File: src/rtl/range_pkg.sv
// Constants and types for the per-channel range limit checker.
// Assumes an Avalon-MM byte address, 32-bit data, one 40 MHz clock.
package range_pkg;
   localparam int NUM_CHAN = 8;
   localparam int CODE_W = 20;
   localparam int ADDR_W = 10;
   localparam int DATA_W = 32;
   localparam int LIMIT_REG_W = 24;

   // Register indices; byte address is four times the index
   localparam logic [NUM_CHAN-1:0][7:0] HIGH_LIMIT_IDX = {
      8'hb0, 8'h9e, 8'h8c, 8'h7a, 8'h68, 8'h56, 8'h44, 8'h32};
   localparam logic [NUM_CHAN-1:0][7:0] LOW_LIMIT_IDX = {
      8'hb3, 8'ha1, 8'h8f, 8'h7d, 8'h6b, 8'h59, 8'h47, 8'h35};
   localparam logic [7:0] HIGH_FLAG_IDX = 8'hc0;
   localparam logic [7:0] LOW_FLAG_IDX = 8'hc1;
   localparam logic [7:0] HIGH_MASK_IDX = 8'hc2;
   localparam logic [7:0] LOW_MASK_IDX = 8'hc3;
   localparam logic [7:0] CONTROL_IDX = 8'hc4;

   // Field position of the check enable in the control register
   localparam int CTRL_CHECK_EN_BIT = 0;

   // Reset values: limits at bipolar positive and negative full scale, masks clear, checking on
   localparam logic [CODE_W-1:0] HIGH_LIMIT_RST = 20'h7ffff;
   localparam logic [CODE_W-1:0] LOW_LIMIT_RST = 20'h80000;
   localparam logic [NUM_CHAN-1:0] MASK_RST = 8'h00;
   localparam logic CHECK_EN_RST = 1'b1;

   // Cycles from a conversion strobe to the registered compare outcome
   localparam int COMPARE_LATENCY = 1;

   typedef logic [NUM_CHAN-1:0][CODE_W-1:0] code_bank_t;
endpackage
File: src/rtl/limit_cmp_if.sv
// Carries results, limits and compare outcomes between the register
// block and the comparator bank. Assumes one shared clock.
`timescale 1ns/10ps
interface limit_cmp_if;
   import range_pkg::*;
   logic conv_valid;
   code_bank_t conv_data;
   code_bank_t high_lim;
   code_bank_t low_lim;
   logic hit_valid;
   logic [NUM_CHAN-1:0] hit_high;
   logic [NUM_CHAN-1:0] hit_low;

   modport owner (
      output conv_valid, conv_data, high_lim, low_lim,
      input hit_valid, hit_high, hit_low
   );
   modport checker_side (
      input conv_valid, conv_data, high_lim, low_lim,
      output hit_valid, hit_high, hit_low
   );
endinterface // limit_cmp_if

File: src/rtl/limit_compare.sv
// Bank of signed comparators, one per channel, registered once.
// Assumes conv_valid is a one-cycle strobe per conversion set.
`timescale 1ns/10ps
module limit_compare (
   input wire logic sys_clk_i,
   input wire logic rst_n_i,
   limit_cmp_if.checker_side cmp
);
   import range_pkg::*;

   typedef struct packed {
      logic hit_valid;
      logic [NUM_CHAN-1:0] hit_high;
      logic [NUM_CHAN-1:0] hit_low;
   } cmp_state_t;

   cmp_state_t st;
   cmp_state_t next_st;
   logic [NUM_CHAN-1:0] above;
   logic [NUM_CHAN-1:0] below;

   for (genvar c = 0; c < NUM_CHAN; c++) begin : g_chan
      assign above[c] = $signed(cmp.conv_data[c]) > $signed(cmp.high_lim[c]);
      assign below[c] = $signed(cmp.conv_data[c]) < $signed(cmp.low_lim[c]);
   end

   // Outcomes only count on a conversion strobe
   always_comb begin
      next_st = st;
      next_st.hit_valid = cmp.conv_valid;
      next_st.hit_high = cmp.conv_valid ? above : '0;
      next_st.hit_low = cmp.conv_valid ? below : '0;
   end

   always_ff @(posedge sys_clk_i or negedge rst_n_i) begin
      if (!rst_n_i) begin
         st <= '0;
      end else begin
         st <= next_st;
      end
   end

   assign cmp.hit_valid = st.hit_valid;
   assign cmp.hit_high = st.hit_high;
   assign cmp.hit_low = st.hit_low;
endmodule // limit_compare

File: src/flat_wrapper.sv
// flat-port wrapper written by rule: the top's interface ports become plain ports
module limit_compare_flat import range_pkg::*;
  (sys_clk_i, rst_n_i, cmp_conv_valid, cmp_conv_data, cmp_high_lim, cmp_low_lim, cmp_hit_valid, cmp_hit_high, cmp_hit_low);
  limit_cmp_if cmp_i ();
  input wire logic sys_clk_i;
  input wire logic rst_n_i;
  input wire logic [$bits(cmp_i.conv_valid)-1:0] cmp_conv_valid;
  input wire logic [$bits(cmp_i.conv_data)-1:0] cmp_conv_data;
  input wire logic [$bits(cmp_i.high_lim)-1:0] cmp_high_lim;
  input wire logic [$bits(cmp_i.low_lim)-1:0] cmp_low_lim;
  output wire logic [$bits(cmp_i.hit_valid)-1:0] cmp_hit_valid;
  output wire logic [$bits(cmp_i.hit_high)-1:0] cmp_hit_high;
  output wire logic [$bits(cmp_i.hit_low)-1:0] cmp_hit_low;
  assign cmp_i.conv_valid = cmp_conv_valid;
  assign cmp_i.conv_data = cmp_conv_data;
  assign cmp_i.high_lim = cmp_high_lim;
  assign cmp_i.low_lim = cmp_low_lim;
  assign cmp_hit_valid = cmp_i.hit_valid;
  assign cmp_hit_high = cmp_i.hit_high;
  assign cmp_hit_low = cmp_i.hit_low;
  limit_compare u_core (.sys_clk_i(sys_clk_i), .rst_n_i(rst_n_i), .cmp(cmp_i));
endmodule
File: config.mk
export PLATFORM = sky130hd
export DESIGN_NAME = limit_compare_flat
export DESIGN_NICKNAME = d
export VERILOG_FILES = /design/src/rtl/range_pkg.sv /design/src/rtl/limit_cmp_if.sv /design/src/rtl/limit_compare.sv /design/src/flat_wrapper.sv
export SDC_FILE = /design/constraint.sdc
export NUM_CORES = 1
export LEC_CHECK = 0
export ABC_AREA = 1
export ABC_CLOCK_PERIOD_IN_PS = 1400
export BUFFER_PORTS_ARGS = -buffer_cell sky130_fd_sc_hd__buf_2
export CORE_AREA = 5 5 192 194
export CTS_CLUSTER_DIAMETER = 60
export DETAILED_ROUTE_END_ITERATION = 10
export DIE_AREA = 0 0 197 199
export SLEW_MARGIN = 20
export SYNTH_ARGS = -nofsm -noshare
export SYNTH_HDL_FRONTEND = slang
export SYNTH_SLANG_ARGS = --single-unit
File: constraint.sdc
create_clock -name sys_clk_i -period 1.4 [get_ports sys_clk_i]
set_clock_uncertainty 0.1 [all_clocks]
set_input_delay 0.21 -clock sys_clk_i [delete_from_list [all_inputs] [get_ports sys_clk_i]]
set_output_delay 0.21 -clock sys_clk_i [all_outputs]
set_load 0.1 [all_outputs]
==> qor.csv <==
stage;metric;value;unit
worst_setup_path;Buf+Inv Stages, Crit Path;2;
place;IO Port Bufs;499;
final_layout;share of cells above drive strength 1;29.9;%
worst_setup_path;Max stage delay on crit path;0.26;ns
timing;Max-Slew Margin vs Limit;62.0;%
power_and_ir_drop;maximum vdd drop;0.000413;V
worst_setup_path;Critical Path Source Type;primary input;
final_layout;Layout fillers;3855;
floorplanning;full die area;39200;sq um
final_layout;FF/Latch Area;425;sq um
clocking;CTS tree;done;
clocking;Longest Clk Path Bufs;2;
place;global placement routability congestion;0.919;
logic_synthesis;post-synthesis sequential area ratio;4.46;%
power_and_ir_drop;P per Cell Area;396;nW/um^2
clocking;CTS sink count;17;
clocking;total CTS buffers;3;
drt;# DRC;0;
timing;RSZ-0062 raised after global routing;yes;
final_layout;finished layout cell area;13500;sq um
worst_hold_path;Hold Crit Class;primary input to flop;
global_routing;pin count of the biggest net entering global routing;18;
clocking;# Post-CTS Setup Buffers;0;
timing;Least-Margin Pin Slew;0.570;ns
final_layout;most common cell after layout, fill and taps aside;buf_2;
drt;Vias/cell;4.23;
power_and_ir_drop;LEAKAGE;9.17;nW
floorplanning;IO Pins;500;
worst_setup_path;CP cell instances;buf_2, buf_4, ha_4, nand2_2, nor2_4, nand2_2, nor2_4, nand4_1, nand2_2, a21oi_2;
power_and_ir_drop;Pwr Total;5.34;mW
global_routing;GRT Residual Overflow;0;
timing;endpoints failing hold;0;
timing;time the worst path needs with I/O delays and setup;1.34;ns
clocking;root buf cell;clkbuf_16;
logic_synthesis;largest cells by area after synthesis;ha_1 (41%), nand2_1 (19%), inv_1 (18%);
drt;Initial DRC Count;187;
clocking;Worst-path clk slew;0.07;ns
logic_synthesis;Seq cells post-synth;17;
logic_synthesis;syn nets;2381;
drt;DRT Pass-1 Iters;6;
timing;Hold Worst Slack;0.198;ns
run;MaxCap Viol Count;0;
drt;drt wl/cell;13.8;um
drt;final wirelength;35.6;mm
global_routing;GR Util All Layers;17.2;%
clocking;htree depth;1;
worst_setup_path;worst-path fanout max;2;
worst_hold_path;worst hold path startpoint;cmp_conv_valid;
place;Placed Area;13100;sq um
worst_setup_path;slowest CP cell;ha_4;
worst_setup_path;crit-path most repeated cell;nand2_2;
floorplanning;CORE AREA;35100;sq um
floorplanning;Die Width;197;um
worst_setup_path;critical path class;primary input to flop;
worst_setup_path;Critical Path Sink Type;flop;
final_layout;Final Util;38.5;%
status;outcome;completed;
logic_synthesis;Avg Synthesized Cell Area;6.01;sq um
worst_setup_path;CP Data Required Time;1.46;ns
timing;final-report max-slew violation count;0;
worst_setup_path;delay-heaviest family, CP;simple AND/OR/NAND/NOR gates;
worst_hold_path;Hold Crit Endpoint;u_core.cmp.hit_low[2]$_DFF_PN0_;
worst_hold_path;Hold Crit Depth;3;
timing;Final setup viols;0;
logic_synthesis;post-synth top area share;40.9;%
worst_setup_path;WP data arrival;1.40;ns
floorplanning;Die H;199;um
timing;Final period util;95.9;%
drt;DRT antenna net count;0;
logic_synthesis;post-synthesis cell count;1586;
global_routing;vias in the first global route;11200;
drt;routed via count;10900;
logic_synthesis;YS warnings;0;
global_routing;initial antenna violation count;6;
place;post-place setup slack;-0.305;ns
global_routing;first-pass GRT wire length;54.2;mm
timing;Max Fclk;0.744;GHz
final_layout;area of the multi-input gates;7650;sq um
final_layout;most frequent cells in the layout;buf_2 (483), nand2_1 (461), inv_1 (460);
final_layout;area added between synthesis and finish;41.3;%
timing;setup ws final;0.0568;ns
logic_synthesis;post-synth top area cell;ha_1;
logic_synthesis;Syn Std Cell Area;9540;sq um
logic_synthesis;synth unique cells;17;
floorplanning;Row Count;69;
final_layout;Final Net Count;2917;
place;HPWL after detailed placement;33.7;mm
floorplanning;Initial Util;27.2;%
[logic make-up (layout without fill, tap and decap cells)]
group	after synthesis	count (layout)	synth area share, %
flip-flops	17	17	4.46
other	0	1	0
AO/OA/AOI/OAI	144	144	8.50
AND/OR/NAND/NOR	648	648	27.8
adder cells (fa/ha/maj)	312	312	40.9
buffers and inverters	465	1000	18.3
[synth_stat cells (all sizes together)]
library cell  number
nand3             16
nand4             16
a21oi            104
clkbuf             2
dfrtp             17
ha               312
o21ai             16
a21o              16
nand2            487
inv              463
nor2             129
a21boi             8
[tightest hold or removal path, cell delays in order]
cell and delay, ns:
buf_2 0.18, nand2_1 0.09, nor2_1 0.03
[what timing repair did]
item	in CTS	in global routing
pin swaps	2	18
setup endpoints to repair	3	13
gates resized for setup	3	56
hold endpoints to repair	17	0
hold buffers	1	0
[per-layer routing]
layer	global-route usage, %	part of all wire [%]	up-vias
met5	0	0.17	-
met3	4.62	7.8	53
met2	32.7	50	356
met4	3.90	2.6	8
li1	-	-	5898
met1	19.0	39	4618
[through the flow]
| step | cells | TNS, ns |
|---|---|---|
| 6_report | 2583 | 0 |
| 5_1_grt | 2582 | -0.105 |
| 4_1_cts | 2582 | 0 |
| 3_5_place_dp | 2577 | -3.44 |
| 3_3_place_gp | 2577 | -3.09 |
| 2_1_floorplan | 1586 | 0 |
[area by class of cell]
type                       count  share of cell area, %
timing repair buffer         533                   22.3
antenna                        1                 0.0186
sequential                    17                   3.16
clock buffer                   4                  0.585
inverter                     463                   12.9
tap                          461                   4.28
multi-input combinational   1104                   56.8
[worst max path at each step]
stage,startpoint,to,slack (ns),cells after the start
global route,cmp_low_lim[159],u_core.cmp.hit_low[7]$_DFF_PN0_,-0.07,10
finish,cmp_conv_data[149],u_core.cmp.hit_high[7]$_DFF_PN0_,0.06,10
global placement,cmp_low_lim[157],u_core.cmp.hit_low[7]$_DFF_PN0_,-0.34,10
floorplan,cmp_high_lim[19],u_core.cmp.hit_high[0]$_DFF_PN0_,0.01,9
CTS,cmp_conv_data[157],u_core.cmp.hit_high[7]$_DFF_PN0_,0.0004,9
detailed placement,cmp_conv_data[159],u_core.cmp.hit_high[7]$_DFF_PN0_,-0.30,9
[sequential cells by signal (all words and copies together), names as in the netlist]
register	flops
u_core.cmp.hit_high	8
u_core.cmp.hit_low	8
u_core.cmp.hit_valid	1
[report_power, final]
part | internal, mW | total (mW) | switching [mW]
logic | 1.81 | 4.10 | 2.28
clock network | 0.390 | 0.655 | 0.265
registers | 0.544 | 0.590 | 0.0460
Note: power is estimated with default switching activity, not from simulation.
